**src/dhi_map.svh**
```systemverilog
// Register offsets, field positions, reset values and timing counts of the converter host.
// Behaviour
// [RL1] Load strobe sits at its own register word.
// [RL2] Load strobe never shares the select timing.
// [RL3] Held-low strobe: write rising edge updates output.
// [RL4] Serial mode leaves parallel bus idle.
// [RL5] Held-low strobe: sixteenth falling clock updates.
// [RL6] Serial data stable at each falling clock.
// [RL7] Data changes after falling edge, never inverted.
// [RL8] Frame marker driven active low directly.
// [RL9] Sixteen-bit words, gated clock, frame driven.
// [RL10] Order high, alignment low: most significant first.
// [RL11] Order low, alignment high: least significant first.
// [RL12] Load strobe timed by the same sequencer.
// [RL13] Companion gating: start only while strobe low.
// [RL14] Two padding bits lead, then fourteen data.
// [RL15] Fourteen data bits lead, two padding trail.
// [RL16] No load strobe while a frame runs.
// [RL17] Parallel word held on bus across write.
// [RL18] Separate load pulse after transfer completes.
`ifndef DHI_MAP_SVH
`define DHI_MAP_SVH

`define DHI_OFF_CTRL 12'h000
`define DHI_OFF_DIV 12'h004
`define DHI_OFF_DATA 12'h008
`define DHI_OFF_LOAD 12'h00c
`define DHI_OFF_STATUS 12'h010

`define DHI_CTRL_SERIAL 0
`define DHI_CTRL_ORDER 1
`define DHI_CTRL_ALIGN 2
`define DHI_CTRL_HELD_LOW 3
`define DHI_CTRL_LOAD_AFTER 4
`define DHI_CTRL_GATE 5

`define DHI_STAT_OVERRUN 0
`define DHI_STAT_BUSY 1
`define DHI_STAT_COMPANION 2

`define DHI_CTRL_RESET 6'h00
`define DHI_DIV_RESET 8'h09

`define DHI_CLK_NS 10
`define DHI_SETUP_NS 21
`define DHI_WR_NS 45
`define DHI_LOAD_NS 45
`define DHI_CYC(ns) (((ns) + `DHI_CLK_NS - 1) / `DHI_CLK_NS)
`define DHI_SETUP_CYC `DHI_CYC(`DHI_SETUP_NS)
`define DHI_WR_CYC `DHI_CYC(`DHI_WR_NS)
`define DHI_LOAD_CYC `DHI_CYC(`DHI_LOAD_NS)

`endif

```
**src/dhi_pkg.sv**
```systemverilog
// Types shared by the converter host modules.
package dhi_pkg;

	typedef enum logic [2:0] {
		dhi_idle,
		dhi_setup,
		dhi_strobe,
		dhi_hold,
		dhi_gate,
		dhi_shift,
		dhi_load
	} dhi_seq_type;

	typedef struct packed {
		dhi_seq_type state;
		logic [5:0] ctrl;
		logic [7:0] half_div;
		logic [13:0] word;
		logic [3:0] cnt;
		logic overrun;
		logic cs_n;
		logic [13:0] bus;
		logic load_n;
		logic [2:0] sync;
		logic comp_level;
		logic pready;
		logic pslverr;
		logic [31:0] prdata;
	} dhi_host_type;

	typedef struct packed {
		logic active;
		logic tail;
		logic sclk;
		logic sync_n;
		logic sdata;
		logic done;
		logic [3:0] bits;
		logic [7:0] cnt;
		logic [15:0] shreg;
	} dhi_ser_type;

endpackage

```
**src/dhi_pulse.sv**
```systemverilog
// Low-going strobe of a fixed number of clock cycles.
`timescale 1ns/10ps
`default_nettype none
module dhi_pulse
	import dhi_pkg::*;
#(
	parameter int CYCLES = 5
) (
	// Clock and reset.
	input wire logic clock,
	input wire logic rst,
	// Request and result.
	input wire logic start,
	output logic pulse_n,
	output logic done
);

	localparam int CW = $clog2(CYCLES + 1);

	typedef struct packed {
		logic active;
		logic pulse_n;
		logic done;
		logic [CW-1:0] cnt;
	} dhi_pulse_type;

	dhi_pulse_type cur, next;

	// ==========================================================
	// Sequencing.
	always_comb begin
		next = cur;
		next.done = 1'b0;
		if (!cur.active) begin
			if (start) begin
				next.active = 1'b1;
				next.pulse_n = 1'b0;
				next.cnt = CW'(CYCLES - 1);
			end
		end else if (cur.cnt != '0) begin
			next.cnt = cur.cnt - 1'b1;
		end else begin
			next.active = 1'b0;
			next.pulse_n = 1'b1;
			next.done = 1'b1;
		end
	end

	always_ff @(posedge clock or posedge rst) begin
		if (rst) begin
			cur <= '{active: 1'b0, pulse_n: 1'b1, done: 1'b0, cnt: '0};
		end else begin
			cur <= next;
		end
	end

	assign pulse_n = cur.pulse_n;
	assign done = cur.done;

endmodule // dhi_pulse
`default_nettype wire

```
**src/dhi_serial_tx.sv**
```systemverilog
// Sixteen-bit serial frame sender with gated bit clock and active-low frame marker.
`timescale 1ns/10ps
`default_nettype none
module dhi_serial_tx
	import dhi_pkg::*;
(
	// Clock and reset.
	input wire logic clock,
	input wire logic rst,
	// Request.
	input wire logic start,
	input wire logic [15:0] frame,
	input wire logic [7:0] half_div,
	// Link pins.
	output logic sclk,
	output logic sync_n,
	output logic sdata,
	// Result.
	output logic done
);

	dhi_ser_type cur, next;

	// ==========================================================
	// Bit sequencing.
	always_comb begin
		next = cur;
		next.done = 1'b0;
		if (!cur.active) begin
			// [RL9] Frame and clock start.
			if (start) begin
				next.active = 1'b1;
				next.sync_n = 1'b0;
				next.sdata = frame[15];
				next.shreg = {frame[14:0], 1'b0};
				next.bits = 4'h0;
				next.cnt = half_div;
			end
		end else if (cur.cnt > 8'h01) begin
			next.cnt = cur.cnt - 8'h01;
			// [RL7] Change after fall.
			// Moving the bit one clock after the fall keeps hold time at the converter's sampling edge.
			if (!cur.sclk && cur.cnt == half_div && cur.bits != 4'h0 && !cur.tail) begin
				next.sdata = cur.shreg[15];
				next.shreg = {cur.shreg[14:0], 1'b0};
			end
		end else begin
			next.cnt = half_div;
			if (cur.tail) begin
				// [RL8] Frame marker release.
				next.sync_n = 1'b1;
				next.active = 1'b0;
				next.tail = 1'b0;
				next.done = 1'b1;
			end else if (!cur.sclk) begin
				next.sclk = 1'b1;
			end else begin
				// [RL6] Falling edge samples.
				next.sclk = 1'b0;
				if (cur.bits == 4'hf) begin
					next.tail = 1'b1;
				end else begin
					next.bits = cur.bits + 4'h1;
				end
			end
		end
	end

	always_ff @(posedge clock or posedge rst) begin
		if (rst) begin
			cur <= '{active: 1'b0, tail: 1'b0, sclk: 1'b0, sync_n: 1'b1, sdata: 1'b0,
				done: 1'b0, bits: 4'h0, cnt: 8'h00, shreg: 16'h0000};
		end else begin
			cur <= next;
		end
	end

	assign sclk = cur.sclk;
	assign sync_n = cur.sync_n;
	assign sdata = cur.sdata;
	assign done = cur.done;

endmodule // dhi_serial_tx
`default_nettype wire

```
**src/dhi_dac_host.sv**
```systemverilog
// Host controller that loads a dual-latch converter over its parallel or serial pins.
`timescale 1ns/10ps
`default_nettype none
`include "dhi_map.svh"
module dhi_dac_host
	import dhi_pkg::*;
#(
	parameter int SETUP_CYCLES = `DHI_SETUP_CYC,
	parameter int WR_CYCLES = `DHI_WR_CYC,
	parameter int LOAD_CYCLES = `DHI_LOAD_CYC
) (
	// Clock and reset.
	input wire logic clock,
	input wire logic rst,
	// Register bus.
	input wire logic psel,
	input wire logic penable,
	input wire logic pwrite,
	input wire logic [11:0] paddr,
	input wire logic [31:0] pwdata,
	output logic [31:0] prdata,
	output logic pready,
	output logic pslverr,
	// Parallel pins.
	output logic dac_cs_n,
	output logic dac_wr_n,
	output logic [13:0] dac_data,
	output logic output_load_strobe_n,
	// Serial pins.
	output logic dac_sclk,
	output logic dac_sync_n,
	output logic dac_sdata,
	// Straps and mode level.
	output logic serial_mode_select,
	output logic bit_order_select,
	output logic alignment_select,
	// Companion converter.
	input wire logic companion_frame_strobe
);

	dhi_host_type cur, next;

	logic access;
	logic wr_go;
	logic wr_done;
	logic wr_pulse_n;
	logic load_go;
	logic load_done;
	logic load_pulse_n;
	logic ser_go;
	logic ser_done;
	logic [13:0] word_rev;
	logic [13:0] word_ord;
	logic [15:0] frame;

	// ==========================================================
	// Frame layout.
	genvar gi;
	generate
		for (gi = 0; gi < 14; gi++) begin : g_rev
			assign word_rev[gi] = cur.word[13 - gi];
		end
	endgenerate

	// [RL10] Order select picks most significant first.
	// [RL11] Order low sends least significant first.
	assign word_ord = cur.ctrl[`DHI_CTRL_ORDER] ? cur.word : word_rev;

	// [RL14] Padding ahead of the data.
	// [RL15] Padding after the data.
	assign frame = cur.ctrl[`DHI_CTRL_ALIGN] ? {word_ord, 2'b00} : {2'b00, word_ord};

	// ==========================================================
	// Register bus and sequencer.
	always_comb begin
		next = cur;
		wr_go = 1'b0;
		load_go = 1'b0;
		ser_go = 1'b0;
		access = psel & penable & cur.pready;

		// The companion strobe is a foreign level; one flop alone would let glitches through.
		next.sync = {cur.sync[1:0], companion_frame_strobe};
		if (cur.sync[1] == cur.sync[2]) begin
			next.comp_level = cur.sync[2];
		end

		// The answer is ready in the first access cycle, so a transfer never waits.
		next.pready = psel & ~penable;
		next.pslverr = 1'b0;
		if (psel & ~penable) begin
			next.prdata = 32'h0000_0000;
			unique case (paddr)
				`DHI_OFF_CTRL: next.prdata[5:0] = cur.ctrl;
				`DHI_OFF_DIV: next.prdata[7:0] = cur.half_div;
				`DHI_OFF_DATA: next.prdata[13:0] = cur.word;
				`DHI_OFF_LOAD: next.prdata = 32'h0000_0000;
				`DHI_OFF_STATUS: begin
					next.prdata[`DHI_STAT_OVERRUN] = cur.overrun;
					next.prdata[`DHI_STAT_BUSY] = (cur.state != dhi_idle);
					next.prdata[`DHI_STAT_COMPANION] = cur.comp_level;
				end
				default: next.pslverr = 1'b1;
			endcase
		end

		if (access & pwrite) begin
			unique case (paddr)
				`DHI_OFF_CTRL: begin
					if (cur.state == dhi_idle) begin
						next.ctrl = pwdata[5:0];
					end else begin
						next.overrun = 1'b1;
					end
				end
				// The data bit moves one clock after each fall, so a half period needs two clocks.
				`DHI_OFF_DIV: next.half_div = (pwdata[7:0] < 8'h02) ? 8'h02 : pwdata[7:0];
				`DHI_OFF_STATUS: begin
					if (pwdata[`DHI_STAT_OVERRUN]) begin
						next.overrun = 1'b0;
					end
				end
				`DHI_OFF_DATA: begin
					if (cur.state != dhi_idle) begin
						next.overrun = 1'b1;
					end else begin
						next.word = pwdata[13:0];
						if (cur.ctrl[`DHI_CTRL_SERIAL]) begin
							next.state = dhi_gate;
						end else begin
							// [RL17] Bus word under select.
							next.cs_n = 1'b0;
							next.bus = pwdata[13:0];
							next.cnt = 4'(SETUP_CYCLES);
							next.state = dhi_setup;
						end
					end
				end
				`DHI_OFF_LOAD: begin
					if (cur.state != dhi_idle) begin
						next.overrun = 1'b1;
					end else if (!cur.ctrl[`DHI_CTRL_HELD_LOW]) begin
						// [RL1] Load at its own address.
						load_go = 1'b1;
						next.state = dhi_load;
					end
				end
				default: begin
				end
			endcase
		end

		unique case (cur.state)
			dhi_idle: begin
			end
			dhi_setup: begin
				if (cur.cnt != 4'h0) begin
					next.cnt = cur.cnt - 4'h1;
				end else begin
					wr_go = 1'b1;
					next.state = dhi_strobe;
				end
			end
			dhi_strobe: begin
				if (wr_done) begin
					next.state = dhi_hold;
				end
			end
			dhi_hold: begin
				// [RL2] Select ends before load.
				next.cs_n = 1'b1;
				next.bus = 14'h0000;
				if (cur.ctrl[`DHI_CTRL_LOAD_AFTER] & ~cur.ctrl[`DHI_CTRL_HELD_LOW]) begin
					// [RL18] Separate load pulse.
					load_go = 1'b1;
					next.state = dhi_load;
				end else begin
					next.state = dhi_idle;
				end
			end
			dhi_gate: begin
				// [RL13] Wait for companion strobe.
				if (~cur.ctrl[`DHI_CTRL_GATE] | ~cur.comp_level) begin
					ser_go = 1'b1;
					next.state = dhi_shift;
				end
			end
			dhi_shift: begin
				// [RL16] Load only after frame.
				if (ser_done) begin
					if (cur.ctrl[`DHI_CTRL_LOAD_AFTER] & ~cur.ctrl[`DHI_CTRL_HELD_LOW]) begin
						// [RL12] Same sequencer times load.
						load_go = 1'b1;
						next.state = dhi_load;
					end else begin
						next.state = dhi_idle;
					end
				end
			end
			dhi_load: begin
				if (load_done) begin
					next.state = dhi_idle;
				end
			end
		endcase

		// [RL3] Held low for parallel.
		// [RL5] Held low for serial.
		next.load_n = ~cur.ctrl[`DHI_CTRL_HELD_LOW] & load_pulse_n;
	end

	// ==========================================================
	// State register.
	always_ff @(posedge clock or posedge rst) begin
		if (rst) begin
			cur <= '{state: dhi_idle, ctrl: `DHI_CTRL_RESET, half_div: `DHI_DIV_RESET,
				word: 14'h0000, cnt: 4'h0, overrun: 1'b0, cs_n: 1'b1, bus: 14'h0000,
				load_n: 1'b1, sync: 3'h7, comp_level: 1'b1, pready: 1'b0,
				pslverr: 1'b0, prdata: 32'h0000_0000};
		end else begin
			cur <= next;
		end
	end

	// ==========================================================
	// Strobe and frame engines.
	dhi_pulse #(
		.CYCLES(WR_CYCLES)
	) u_wr_pulse (
		.clock(clock),
		.rst(rst),
		.start(wr_go),
		.pulse_n(wr_pulse_n),
		.done(wr_done)
	);

	dhi_pulse #(
		.CYCLES(LOAD_CYCLES)
	) u_load_pulse (
		.clock(clock),
		.rst(rst),
		.start(load_go),
		.pulse_n(load_pulse_n),
		.done(load_done)
	);

	dhi_serial_tx u_serial (
		.clock(clock),
		.rst(rst),
		.start(ser_go),
		.frame(frame),
		.half_div(cur.half_div),
		.sclk(dac_sclk),
		.sync_n(dac_sync_n),
		.sdata(dac_sdata),
		.done(ser_done)
	);

	// ==========================================================
	// Outputs.
	assign prdata = cur.prdata;
	assign pready = cur.pready;
	assign pslverr = cur.pslverr;
	assign dac_cs_n = cur.cs_n;
	assign dac_wr_n = wr_pulse_n;
	// [RL4] Bus idle in serial mode.
	assign dac_data = cur.bus;
	assign output_load_strobe_n = cur.load_n;
	// The select pin must sit at the negative rail in serial mode; a level shifter follows this line.
	assign serial_mode_select = cur.ctrl[`DHI_CTRL_SERIAL];
	assign bit_order_select = cur.ctrl[`DHI_CTRL_ORDER];
	assign alignment_select = cur.ctrl[`DHI_CTRL_ALIGN];

endmodule // dhi_dac_host
`default_nettype wire

```
**config.mk**
```make
export PLATFORM = sky130hd
export DESIGN_NAME = dhi_dac_host
export DESIGN_NICKNAME = d
export VERILOG_FILES = /design/src/dhi_pkg.sv /design/src/dhi_pulse.sv /design/src/dhi_serial_tx.sv /design/src/dhi_dac_host.sv
export VERILOG_INCLUDE_DIRS = /design/src
export SDC_FILE = /design/constraint.sdc
export NUM_CORES = 1
export LEC_CHECK = 0
export BUFFER_PORTS_ARGS = -buffer_cell sky130_fd_sc_hd__buf_2
export CELL_PAD_IN_SITES_DETAIL_PLACEMENT = 0
export CELL_PAD_IN_SITES_GLOBAL_PLACEMENT = 2
export CORE_UTILIZATION = 38
export DETAILED_ROUTE_END_ITERATION = 12
export GPL_ROUTABILITY_DRIVEN = 1
export GPL_TIMING_DRIVEN = 0
export PLACE_DENSITY_LB_ADDON = 0.25
export SYNTH_ARGS = -nofsm -noshare
export SYNTH_HDL_FRONTEND = slang
export SYNTH_SLANG_ARGS = --single-unit
```
**constraint.sdc**
```tcl
create_clock -name clock -period 6.3 [get_ports clock]
set_input_delay 0.315 -clock clock [delete_from_list [all_inputs] [get_ports clock]]
set_output_delay 0.315 -clock clock [all_outputs]
set_load 0.005 [all_outputs]
```
# [After elaboration in Yosys (flattened, before gate mapping)]
# Cells that the tools add are included.
# Widths: inputs -> output; s select.
[op_classes] n_div=0 n_bitwise=14 n_eq_ne=29 multipliers=0 n_reduce_logical=34 shift=0 n_mux=88 order_cmp=2 addsub=5
[ops] operator="$mux 15" count=4
[ops] operator="$mux 28" count=2
[ops] operator="$mux 3" count=18
[ops] operator="$mux 51" count=1
[ops] operator="$mux 16" count=3
[ops] operator="$mux 18" count=2
[ops] operator="$mux 33" count=1
[ops] operator="$mux 1" count=29
[ops] operator="$mux 4" count=7
[ops] operator="$ne 2x2->1 const B" count=13
[ops] operator="$eq 12x4->1 const B" count=2
[ops] operator="$mux 8" count=3
[ops] operator="$mux 6" count=3
[ops] operator="$pmux 3 s6" count=1
[ops] operator="$reduce_and 3->1" count=5
[ops] operator="$mux 14" count=1
[ops] operator="$eq 12x3->1 const B" count=1
[ops] operator="$eq 12x5->1 const B" count=1
[ops] operator="$logic_not 12->1" count=1
[ops] operator="$mux 2" count=6
[ops] operator="$pmux 3 s4" count=1
[ops] operator="$reduce_and 2->1" count=6
[ops] operator="$reduce_bool 3->1" count=4
[ops] operator="$reduce_and 5->1" count=2
[ops] operator="30 further kinds" count=55
[word_totals] rom_bits=0 in_bits=50 ff_bits=118 mem_count=0 latch_bits=0 output_inout_bits=57 ram_bits=0

# [Logic depth before layout (Yosys ltp)]
# Gate-level depths: netlist of run 1.
[depth] ltp_word=9 ltp_mapped=8 mapped_depth_nobuf=7

# [Cells and area by module]
# Synthesis of run 1 repeated with hierarchy kept, for this count alone.
[hier_totals] hier_cells=625 hier_area_um2=6636.4
[modules_own_cells] module="dhi_dac_host" instances=1 seq_area_each_um2=1811.7 cells_per_inst=407 area_per_inst_um2=4174.0
[modules_own_cells] module="dhi_serial_tx" instances=1 seq_area_each_um2=827.0 cells_per_inst=168 area_per_inst_um2=1911.8
[modules_own_cells] module="dhi_pulse" instances=2 seq_area_each_um2=151.4 cells_per_inst=25 area_per_inst_um2=275.3

# [Worst setup path after synthesis of run 1]
# No wires, ideal clock.
[synth_path] path_type="register to register" startpoint="register u_serial.cur[16] (netlist bit)" endpoint="register u_serial.cur[9] (netlist bit)" path_buffers=1 stages_incl_launch_ff=8 slack_ps=4123 arrival_ps=2049 setup_time_ps=128 path_cell_list="dfrtp_1 > inv_1 > ha_1 > or2_2 > a31oi_2 > a31oi_4 > buf_4 > mux2_1"
[synth_between] elab_chain_len=6
[synth_lines] element="start: declaration" line_no="dhi_serial_tx.sv:22" source="dhi_ser_type cur, next;"
[synth_lines] element="start signal: assignment" line_no="dhi_serial_tx.sv:71" source="cur <= '{active: 1'b0, tail: 1'b0, sclk: 1'b0, sync_n: 1'b1, sdata: 1'b0,"
[synth_lines] element="start signal: assignment" line_no="dhi_serial_tx.sv:74" source="cur <= next;"
[synth_lines] element="parallel branches: the longest is 5 deep, another holds $gt 8x1->1"
[synth_lines] element="$reduce_and 3->1 (no line) *"
# Mark *: on every way between the ends.
# A chain may end at the register's enable or synchronous reset.

# [Worst setup path after layout of run 1]
# Same ends and word-level chain as after synthesis.

==> results of run 1 <==
## registers in the layout (all words and copies together), names as in the netlist
signal                cells
u_wr_pulse.cur            4
pslverr                   1
u_serial.cur             29
u_load_pulse.done         1
u_load_pulse.pulse_n      1
dac_cs_n                  1
cur                      37
u_load_pulse.cur          4
serial_mode_select        1
u_wr_pulse.done           1
u_serial.sync_n           1
output_load_strobe_n      1
u_serial.done             1
alignment_select          1
bit_order_select          1
prdata                   14
u_serial.sclk             1
u_serial.sdata            1
pready                    1
u_wr_pulse.pulse_n        1
dac_data                 14
## logic make-up after synthesis
family | after synthesis
XOR/XNOR | 11
adder cells (fa/ha/maj) | 10
AO/OA/AOI/OAI | 116
AND/OR/NAND/NOR | 224
other | 1
flip-flops | 117
multiplexers | 61
buffers and inverters | 98
## layout make-up
class / count / share of cell area
Tap cell: 216 / 0.0352
Timing Repair Buffer: 73 / 0.0518
Clock inverter: 10 / 0.0169
Sequential cell: 117 / 0.383
Multi-Input combinational cell: 440 / 0.378
Clock buffer: 22 / 0.0591
Inverter: 22 / 0.0114
Buffer: 76 / 0.0648
## report_power, final
| group | leakage (µW) | internal, µW | switching [µW] |
|---|---|---|---|
| Sequential | 0.00155 | 829 | 79.3 |
| Clock | 0.000284 | 628 | 331 |
| Combinational | 0.00198 | 201 | 306 |
| Total | 0.00381 | 1660 | 716 |
## path summary, 6_finish.rpt
kind / from / to / slack, ns / cells after the start
worst max-delay path: u_serial.cur[16] / u_serial.cur[9] / 3.77 / 7
worst max register to register: u_serial.cur[16] / u_serial.cur[9] / 3.77 / 7
worst min-delay path: pwdata[8] / dac_data[8] / 0.16 / 3
worst min register to register: cur[35] / cur[36] / 0.36 / 0
max in group asynchronous: rst / cur[34] / 5.13 / 4
min in group asynchronous: rst / u_serial.cur[16] / 0.42 / 3
## per-stage QoR
| stage | hold slack, ns | cell area, µm² | power [µW] | setup slack, ns | util |
|---|---|---|---|---|---|
| after floorplan | 0.319 | 6430 | 1290 | 2.90 | - |
| after global placement | 0.347 | 7050 | 1400 | 1.42 | 0.437 |
| after detailed placement | 0.308 | 7080 | 1430 | 3.79 | 0.439 |
| after CTS | 0.144 | 7680 | 2400 | 3.77 | 0.477 |
| after global routing | 0.150 | 7680 | 2500 | 3.63 | 0.477 |
| final | 0.161 | 7680 | 2370 | 3.77 | 0.477 |
## Yosys cell counts, drive strengths merged (4+ instances only)
library cell and count:
nand2 94, nor2b 9, o31ai 4, a2111oi 4, a22o 6, nand3 32, a22oi 4, nand3b 4
mux2 44, dfrtp 106, buf 61, nand4 8, mux2i 17, nor4 7, a21o 6, or4 5
a31oi 6, nor3 8, a21oi 21, ha 9, xnor2 4, o21ai 36, clkbuf 15, inv 22
nor2 33, dfstp 11, xor2 7, o211ai 5, nor3b 5, nand2b 5
## routing by layer
layer  up-vias  global-route usage
li1       2405                   -
met1      2448               0.243
met2       111               0.324
met3        22              0.0440
met4         0              0.0833
met5         -                   0
## worst reg2reg max path, delay by kind of cell (launching register included)
family                     cells  cell delay [ns]
adders and majority gates      1             0.27
muxes                          1             0.32
buffers and inverters          2             0.35
and+or+nand+nor                1             0.34
AOI/OAI and AO/OA              2             0.71
DFF                            1             0.44
==> results.md, run 1 <==
* Drt first pass iters at 4
* Die H at 131 µm
* Final wirelength at 15900 µm
* Synth Area in XOR/XNOR at 0.0151
* GRT Total Usage at 0.195
* Final Hold Fails at 0
* Critical-path cell list: inv_1 > ha_1 > or2_2 > a31oi_2 > a31oi_4 > buf_4 > mux2_1
* Setup TNS at 0 ns
* Simple-gate share of the synthesized area at 0.182
* Min cycle time layout at 2.53 ns
* Synth area leaders: dfrtp_1 (42%), mux2_2 (7.6%), buf_4 (5.7%), nand2_1 (5.5%), dfstp_2 (4.5%)
* DR top layer: met4
* Seq. cell area at 2940 µm²
* Cts-stage hold buffer count at 2
* Post-synth EDFFs at 0
* Mapped Cells at 638
* Met3 WL at 604 µm
* Cell Pwr Density at 309 nW/µm²
* Layout cells sized above 1 at 0.303
* Layout Cells excl Fill at 976
* Clock Pin Slew Worst Setup and Hold Paths at 0.05 ns
* Synth cell types at 66
* Critical path's top delay family: compound AO/OA/AOI/OAI gates
* Crit path required time at 6.59 ns
* Most frequent cells in the layout: dfrtp_1 (106), nand2_1 (94), buf_2 (78), buf_4 (48), mux2_2 (43)
* Worst slew pin tran at 0.742 ns
* Synth area leader: dfrtp_1
* Antenna Nets Post-Route at 0
* Largest net degree at the start of global routing at 91
* Cell Count Post-Placement at 942
* Port Buf Inserts at 70
* Crit path buf inv count at 2
* Area growth from synthesis to layout at 20.8%
* Share of the synthesized area in the top cell type at 0.417
* Cell area after synthesis at 6360 µm²
* HPWL Detailed at 12000 µm
* First-pass GRT wire length at 26200 µm
* Row cnt at 46
* Die Area at 17300 µm²
* Most common cell after layout, fill and taps aside: dfrtp_1
* Unrepaired setup endpoints after global routing: false
* Post-CTS Setup Bufs at 0
* Initial core utilization at 0.395
* #FFs+latches synth at 117
* Clock Latency Late Sink at 0.41 ns
* Maxcap violations at 0
* Slowest cell on crit path: a31oi_2
* Nets at 806
* Arrival @ worst endpoint at 2.82 ns
* Fin crit share at 0.401
* Relative slew slack at 0.501
* Antenna violations before repair at 0
* CTS resizes at 0
* Vias in the first global route at 5033
* Setup-failing EPs final at 0
* Async set or reset register ratio after synthesis at 1.00
* Multiplexer share of the synthesized area at 0.105
* Met1 WL at 6960 µm
* Adder-Cell Fraction of Synth Area at 0.0193
* H-tree levels at 4
* Clk buf depth at 2
* Critical path launch point type: flip-flop
* Die Wd at 131 µm
* Max-slew violations at 0
* TritonCTS clock tree: done
* Ys flop type: dfrtp_1
* Synthesized area per cell at 9.97 µm²
* CP Class: reg -> reg
* RePlAce Congestion at 0.817
* Critical Path End Type: flip-flop
* Clock root cell: clkbuf_16
* Post-synthesis sequential area ratio at 0.462
* Synth Area in Compound Gates at 0.125
* Achievable Freq at 0.396 GHz
* GRT overflow at 0
* P_leak at 0.00381 µW
* Fillers at 1556
* N_diodes at 0
* Core footprint at 16100 µm²
* Dominant combinational cell family by area after synthesis: simple AND/OR/NAND/NOR gates
* Final Skew at 0.0102 ns
* Top-Level Pins at 107
* Multi-input logic area at 2910 µm²
* Crit path largest cell delay at 0.46 ns
* Number of vias per cell at 5.11
* Drt initial violations at 306
* Metal2 WL at 8010 µm
* CTS Sinks at 117
* DR WL/cell at 16.3 µm
* CTS buffer count at 17
* Status: finished, final reports clean
* Hold Path Class: in -> reg
* Max FO, Critical Path at 10
* YS warnings at 0
* Maximum VDD drop at 0.222 mV
* Drc violations at 0
* Routed vias at 4986
(Power assumes the default switching activity.)
==> run 2: changes to the inputs <==
--- a/config.mk
+++ b/config.mk
@@ -9,7 +9,7 @@
 export BUFFER_PORTS_ARGS = -buffer_cell sky130_fd_sc_hd__buf_2
 export CELL_PAD_IN_SITES_DETAIL_PLACEMENT = 0
 export CELL_PAD_IN_SITES_GLOBAL_PLACEMENT = 2
-export CORE_UTILIZATION = 38
+export CORE_UTILIZATION = 36
 export DETAILED_ROUTE_END_ITERATION = 12
 export GPL_ROUTABILITY_DRIVEN = 1
 export GPL_TIMING_DRIVEN = 0
==> constraint.sdc (replaced) <==
create_clock -name clock -period 2.5 [get_ports clock]
set_input_delay 0.125 -clock clock [delete_from_list [all_inputs] [get_ports clock]]
set_output_delay 0.125 -clock clock [all_outputs]
set_load 0.005 [all_outputs]
==> run 2 against run 1 <==
Against the previous run:
- clock power increased by 130%
- critical endpoint unchanged
- via count about the same
- highest routed layer unchanged
- power increased by 150%
- critical path depth unchanged
==> results.md, run 2 (same netlist as run 1, synthesis figures left out) <==
* Status: finished, final reports clean (unchanged)
* Clk buf depth at 2 (unchanged)
* Worst slew pin tran at 0.712 ns (was 0.742 ns)
* Antenna Nets Post-Route at 0 (unchanged)
* CTS Sinks at 117 (unchanged)
* GRT overflow at 0 (unchanged)
* First-pass GRT wire length at 25900 µm (was 26200 µm)
* Drc violations at 0 (unchanged)
* Final Hold Fails at 0 (unchanged)
* CP Class: reg -> reg (unchanged)
* P_leak at 0.00385 µW (was 0.00381 µW)
* Tot Pwr at 5820 µW (was 2370 µW)
* Clock Latency Late Sink at 0.41 ns (about the same)
* Max-slew violations at 0 (unchanged)
* Sw frac at 0.305 (was 0.302)
* Relative slew slack at 0.513 (was 0.501)
* Crit path required time at 2.79 ns (was 6.59 ns)
* Layout cells sized above 1 at 0.300 (was 0.303)
* Hold Path Sink: dac_data[13] (was dac_data[8])
* Die Wd at 135 µm (was 131 µm)
* Fin crit share at 0.918 (was 0.401)
* GRT Total Usage at 0.190 (was 0.195)
* Die H at 135 µm (was 131 µm)
* Reg power frac at 0.393 (was 0.383)
* Critical Path End Type: flip-flop (unchanged)
* Final Skew at 0.00593 ns (was 0.0102 ns)
* Hold Path Class: in -> reg (unchanged)
* Largest net degree at the start of global routing at 37 (was 91)
* N_diodes at 0 (unchanged)
* Critical path launch point type: flip-flop (unchanged)
* Port Buf Inserts at 70 (unchanged)
* Nets at 818 (was 806)
* CTS buffer count at 17 (unchanged)
* Max FO, Critical Path at 10 (unchanged)
* Layout Cells excl Fill at 996 (was 976)
* Min cycle time layout at 2.30 ns (was 2.53 ns)
* Clock Power Share at 0.384 (was 0.404)
* Reg2Reg Depth at 7 (unchanged)
* Vias in the first global route at 4854 (was 5033)
* H-tree levels at 4 (unchanged)
* Achievable Freq at 0.436 GHz (was 0.396 GHz)
* Number of vias per cell at 5.00 (was 5.11)
* Maxcap violations at 0 (unchanged)
* Drt initial violations at 195 (was 306)
* Maximum VDD drop at 0.489 mV (was 0.222 mV)
* DR WL/cell at 16.4 µm (was 16.3 µm)
* Unrepaired setup endpoints after global routing: false (unchanged)
* Top-Level Pins at 107 (unchanged)
* R2R Path End: u_serial.cur[9] (unchanged)
* TritonCTS clock tree: done (unchanged)
* Hold depth at 3 (unchanged)
* Initial core utilization at 0.368 (was 0.395)
* Reg2reg setup slack at 0.20 ns (was 3.77 ns)
* Most common cell after layout, fill and taps aside: dfrtp_1 (unchanged)
* RePlAce Congestion at 0.805 (was 0.817)
* Drt first pass iters at 5 (was 4)
* Cell Pwr Density at 748 nW/µm² (was 309 nW/µm²)
* Final wirelength at 16300 µm (was 15900 µm)
* Area growth from synthesis to layout at 22.4% (was 20.8%)
* HPWL Detailed at 12400 µm (was 12000 µm)
* Clock root cell: clkbuf_16 (unchanged)
* Antenna violations before repair at 0 (unchanged)
* Setup WS pre-CTS at -0.108 ns (was 3.79 ns)
* Most frequent cells in the layout: dfrtp_1 (106), nand2_1 (94), buf_2 (78), buf_4 (50), mux2_2 (43) (was dfrtp_1 (106), nand2_1 (94), buf_2 (78), buf_4 (48), mux2_2 (43))
* Core footprint at 17300 µm² (was 16100 µm²)
* Worst R2R Start: u_serial.cur[16] (unchanged)
* Regs by FF count: cur: 37 flops, u_serial.cur: 29 flops (unchanged)
* Reg with most FFs: cur (unchanged)
* Routed vias at 4983 (was 4986)
* P_sw at 1770 µW (was 716 µW)
* Setup-failing EPs final at 0 (unchanged)
* Cell Int Power at 4050 µW (was 1660 µW)
* Setup ws final at 0.205 ns (was 3.77 ns)
* Die Area at 18200 µm² (was 17300 µm²)
* Row cnt at 48 (was 46)
* Cell Count Post-Placement at 953 (was 942)
* Comb power frac at 0.223 (was 0.213)
* Number of flip-flops in the largest register at 37 (unchanged)
* Arrival @ worst endpoint at 2.58 ns (was 2.82 ns)
* Clock Pin Slew Worst Setup and Hold Paths at 0.05 ns (about the same)
* Worst Min Path Start: pwdata[13] (was pwdata[8])
-- run 2: worst max-delay path, cell delays in order (launching register included) --
cell and delay [ns]:
dfrtp_1 0.43, inv_1 0.10, ha_1 0.26, or2_2 0.35, a31oi_4 0.27, a31oi_4 0.21
buf_4 0.24, mux2_1 0.31
-- run 2: final cells by class --
type                            count  area (µm²)
Clock inverter                      5        50.0
Buffer                             76         498
Fill cell                        1720        9510
Clock buffer                       26         489
Multi-Input combinational cell    440        2910
Timing Repair Buffer               85         526
Sequential cell                   117        2940
Tap cell                          225         282
Inverter                           22        86.3
-- run 2: what timing repair did --
item                                   in CTS  in global routing
hold buffers                               10                  0
pin swaps                                   0                  1
gates resized for setup                     1                  1
endpoints found under the hold margin      26                  0
setup endpoints to repair                   9                  1
setup buffers                               0                  2
-- run 2: worst max-delay path by stage --
| stage | startpoint | to | cells past startpoint |
|---|---|---|---|
| final | u_serial.cur[16] | u_serial.cur[9] | 7 |
| after global routing | u_serial.cur[16] | u_serial.cur[9] | 7 |
| after CTS | u_serial.cur[16] | u_serial.cur[9] | 7 |
| after detailed placement | u_serial.cur[16] | u_serial.cur[9] | 7 |
| after global placement | u_serial.cur[16] | u_serial.cur[9] | 7 |
| after floorplan | u_serial.cur[16] | u_serial.cur[9] | 7 |
-- run 2: through the flow --
stage	util	hold WS (ns)	instance area, µm²	TNS [ns]
finish	0.450	0.0114	7790	0
global route	0.450	0.00436	7790	0
CTS	0.449	0.000817	7770	0
detailed placement	0.412	0.177	7120	-0.566
global placement	0.408	0.233	7060	-0.0375
floorplan	-	0.129	6430	0
-- run 2: metal layers --
layer	part of all wire	routed length [µm]	global-route usage	vias to the layer above
met4	0.012	195	0.0599	0
met3	0.033	532	0.0379	15
li1	-	-	-	2425
met1	0.44	7240	0.244	2463
met5	0	0	0	-
met2	0.51	8350	0.321	80
-- run 2: power groups by stage --
| stage | clock (µW) | sequential, µW | combinational (µW) |
|---|---|---|---|
| 3_3_place_gp | 0 | 2310 | 1230 |
| 6_report | 2240 | 2290 | 1300 |
| 2_1_floorplan | 0 | 2260 | 978 |
| 5_1_grt | 2380 | 2310 | 1460 |
| 4_1_cts | 2290 | 2280 | 1300 |
| 3_5_place_dp | 0 | 2310 | 1270 |
==> run 3: changes to the inputs <==
==> constraint.sdc (replaced) <==
create_clock -name clock -period 2.4 [get_ports clock]
set_input_delay 0.12 -clock clock [delete_from_list [all_inputs] [get_ports clock]]
set_output_delay 0.12 -clock clock [all_outputs]
set_load 0.005 [all_outputs]
==> run 3 against run 2 <==
Against the previous run:
- count of clock-buffer cells in the layout is the same
- register-to-register slack is essentially flat
- non-clock buffer count grew 1
- first-iteration DRC count grew 4.1%
- sequential cell count is the same
- maximum frequency grew 4.0%
- design area grew 0.16%
- routed wire length shrank 0.25%
- global-route usage is essentially flat
- clock power grew 4%
- critical path depth is the same
- combinational power grew 4%
- largest cell class unchanged
==> results.md, run 3 (same netlist as run 1, synthesis figures left out) <==
* Status: finished, final reports clean (unchanged)
* Layout cells sized above 1 at 0.298 (was 0.300)
* Reg2Reg Depth at 7 (unchanged)
* Final wirelength at 16300 µm (about the same)
* Top-Level Pins at 107 (unchanged)
* Most common cell after layout, fill and taps aside: dfrtp_1 (unchanged)
* Achievable Freq at 0.453 GHz (was 0.436 GHz)
* Hold depth at 3 (unchanged)
* Clock Latency Late Sink at 0.41 ns (about the same)
* Final Skew at 0.00564 ns (was 0.00593 ns)
* Worst slew pin tran at 0.710 ns (was 0.712 ns)
* Fillers at 1723 (was 1720)
* Final Hold Fails at 0 (unchanged)
* Placed Area at 7120 µm² (unchanged)
* Die Wd at 135 µm (unchanged)
* Reg2reg setup slack at 0.19 ns (was 0.20 ns)
* Drt first pass iters at 4 (was 5)
* Fin crit share at 0.919 (was 0.918)
* Hold Path Class: in -> reg (unchanged)
* Slowest cell on crit path: dfrtp_1 (unchanged)
* Layout Cells excl Fill at 997 (was 996)
* Arrival @ worst endpoint at 2.49 ns (was 2.58 ns)
* Worst Min Path Start: pwdata[0] (was pwdata[13])
* Largest net degree at the start of global routing at 37 (unchanged)
* Row cnt at 48 (unchanged)
* Design area at 7800 µm² (was 7790 µm²)
* Cell Count Post-Placement at 953 (unchanged)
* Clk buf depth at 2 (unchanged)
* Port Buf Inserts at 70 (unchanged)
* First-pass GRT wire length at 25900 µm (unchanged)
* Nets at 819 (was 818)
* Number of vias per cell at 5.00 (about the same)
* Cell Pwr Density at 777 nW/µm² (was 748 nW/µm²)
* Routed vias at 4983 (unchanged)
* Reg with most FFs: cur (unchanged)
* Most used cell, CP: a31oi_4 (unchanged)
* P_leak at 0.00386 µW (was 0.00385 µW)
* N_diodes at 0 (unchanged)
* Critical Path End Type: flip-flop (unchanged)
* R2R Path End: u_serial.cur[9] (unchanged)
* Regs by FF count: cur: 37 flops, u_serial.cur: 29 flops (unchanged)
* Relative slew slack at 0.514 (was 0.513)
* Core footprint at 17300 µm² (unchanged)
* Crit path largest cell delay at 0.43 ns (about the same)
* Max-slew violations at 0 (unchanged)
* Critical path launch point type: flip-flop (unchanged)
* Crit path required time at 2.69 ns (was 2.79 ns)
* Worst R2R Start: u_serial.cur[16] (unchanged)
* Initial core utilization at 0.368 (unchanged)
* Min cycle time layout at 2.21 ns (was 2.30 ns)
* Hold Path Sink: cur[73] (was dac_data[13])
* Drt initial violations at 203 (was 195)
* Critical-path cell list: inv_1 > ha_1 > or2_2 > a31oi_4 > a31oi_4 > buf_4 > mux2_1 (unchanged)
* Die Area at 18200 µm² (unchanged)
* Clock Pin Slew Worst Setup and Hold Paths at 0.05 ns (about the same)
* Unrepaired setup endpoints after global routing: false (unchanged)
* Number of flip-flops in the largest register at 37 (unchanged)
* Crit path buf inv count at 2 (unchanged)
* Maximum VDD drop at 0.506 mV (was 0.489 mV)
* HPWL Detailed at 12400 µm (unchanged)
* Vias in the first global route at 4862 (was 4854)
* Maxcap violations at 0 (unchanged)
* Antenna Nets Post-Route at 0 (unchanged)
* TritonCTS clock tree: done (unchanged)
* Critical path's top delay family: flip-flops (was compound AO/OA/AOI/OAI gates)
* Antenna violations before repair at 0 (unchanged)
* Max FO, Critical Path at 10 (unchanged)
* RePlAce Congestion at 0.805 (unchanged)
* Most frequent cells in the layout: dfrtp_1 (106), nand2_1 (94), buf_2 (78), buf_4 (49), mux2_2 (43) (was dfrtp_1 (106), nand2_1 (94), buf_2 (78), buf_4 (50), mux2_2 (43))
* CP Class: reg -> reg (unchanged)
* GRT Total Usage at 0.190 (about the same)
* Clock root cell: clkbuf_16 (unchanged)
* Drc violations at 0 (unchanged)
* GRT overflow at 0 (unchanged)
* DR WL/cell at 16.3 µm (was 16.4 µm)
* CTS buffer count at 17 (unchanged)
* Hold WS at 0.0119 ns (was 0.0114 ns)
* H-tree levels at 4 (unchanged)
* Setup-failing EPs final at 0 (unchanged)
* CTS Sinks at 117 (unchanged)
* Die H at 135 µm (unchanged)
* Area growth from synthesis to layout at 22.6% (was 22.4%)
run 3: layer usage:
layer  up-vias  global-route usage  wire length, µm
li1       2431                   -                -
met1      2452               0.243             7280
met2        87               0.322             8320
met3        13              0.0379              487
met4         0              0.0599              195
met5         -                   0                0
run 3: worst max-delay path by stage:
stage | from | end | depth (start not counted)
4_1_cts | cur[89] | u_serial.cur[9] | 6
5_1_grt | u_serial.cur[16] | u_serial.cur[9] | 7
2_1_floorplan | u_serial.cur[16] | u_serial.cur[9] | 7
3_5_place_dp | u_serial.cur[16] | u_serial.cur[9] | 7
3_3_place_gp | u_serial.cur[16] | u_serial.cur[9] | 7
6_report | u_serial.cur[16] | u_serial.cur[9] | 7
run 3: report_power, final:
group	internal, µW	switching (µW)	leakage, µW	total [µW]
sequential	2180	204	0.00155	2380
clock	1490	836	0.000268	2330
combinational	548	804	0.00204	1350
run 3: cell type report:
type / count / area [µm²] / share of cell area
flip-flops and latches: 117 / 2940 / 0.377
multi-input cells: 440 / 2910 / 0.374
repair buffers: 86 / 538 / 0.0690
plain buffers: 76 / 498 / 0.0639
clock buffers: 26 / 489 / 0.0627
well taps: 225 / 282 / 0.0361
inverters: 22 / 86.3 / 0.0111
clock inverters: 5 / 50.0 / 0.00642
run 3: repair_timing:
item                                    in CTS  in global routing
pin swaps                                    1                  0
endpoints found under the setup margin      10                  9
resized for setup                            1                  1
buffers inserted                             1                  0
hold endpoints to repair                    29                  1
hold buffers                                11                  1
run 3: stage by stage:
step / worst slack, ns / util / TNS [ns] / total power, µW
floorplan: 0.223 / - / 0 / 3380
finish: 0.193 / 0.451 / 0 / 6060
detailed placement: -0.208 / 0.412 / -1.52 / 3730
global placement: -0.138 / 0.408 / -0.913 / 3680
CTS: 0.0436 / 0.450 / 0 / 6120
global route: 0.0606 / 0.451 / 0 / 6410
run 3: worst min-delay path, stage by stage:
cell and delay [ns]:
buf_2 0.15, o41ai_1 0.07, o21ai_0 0.07
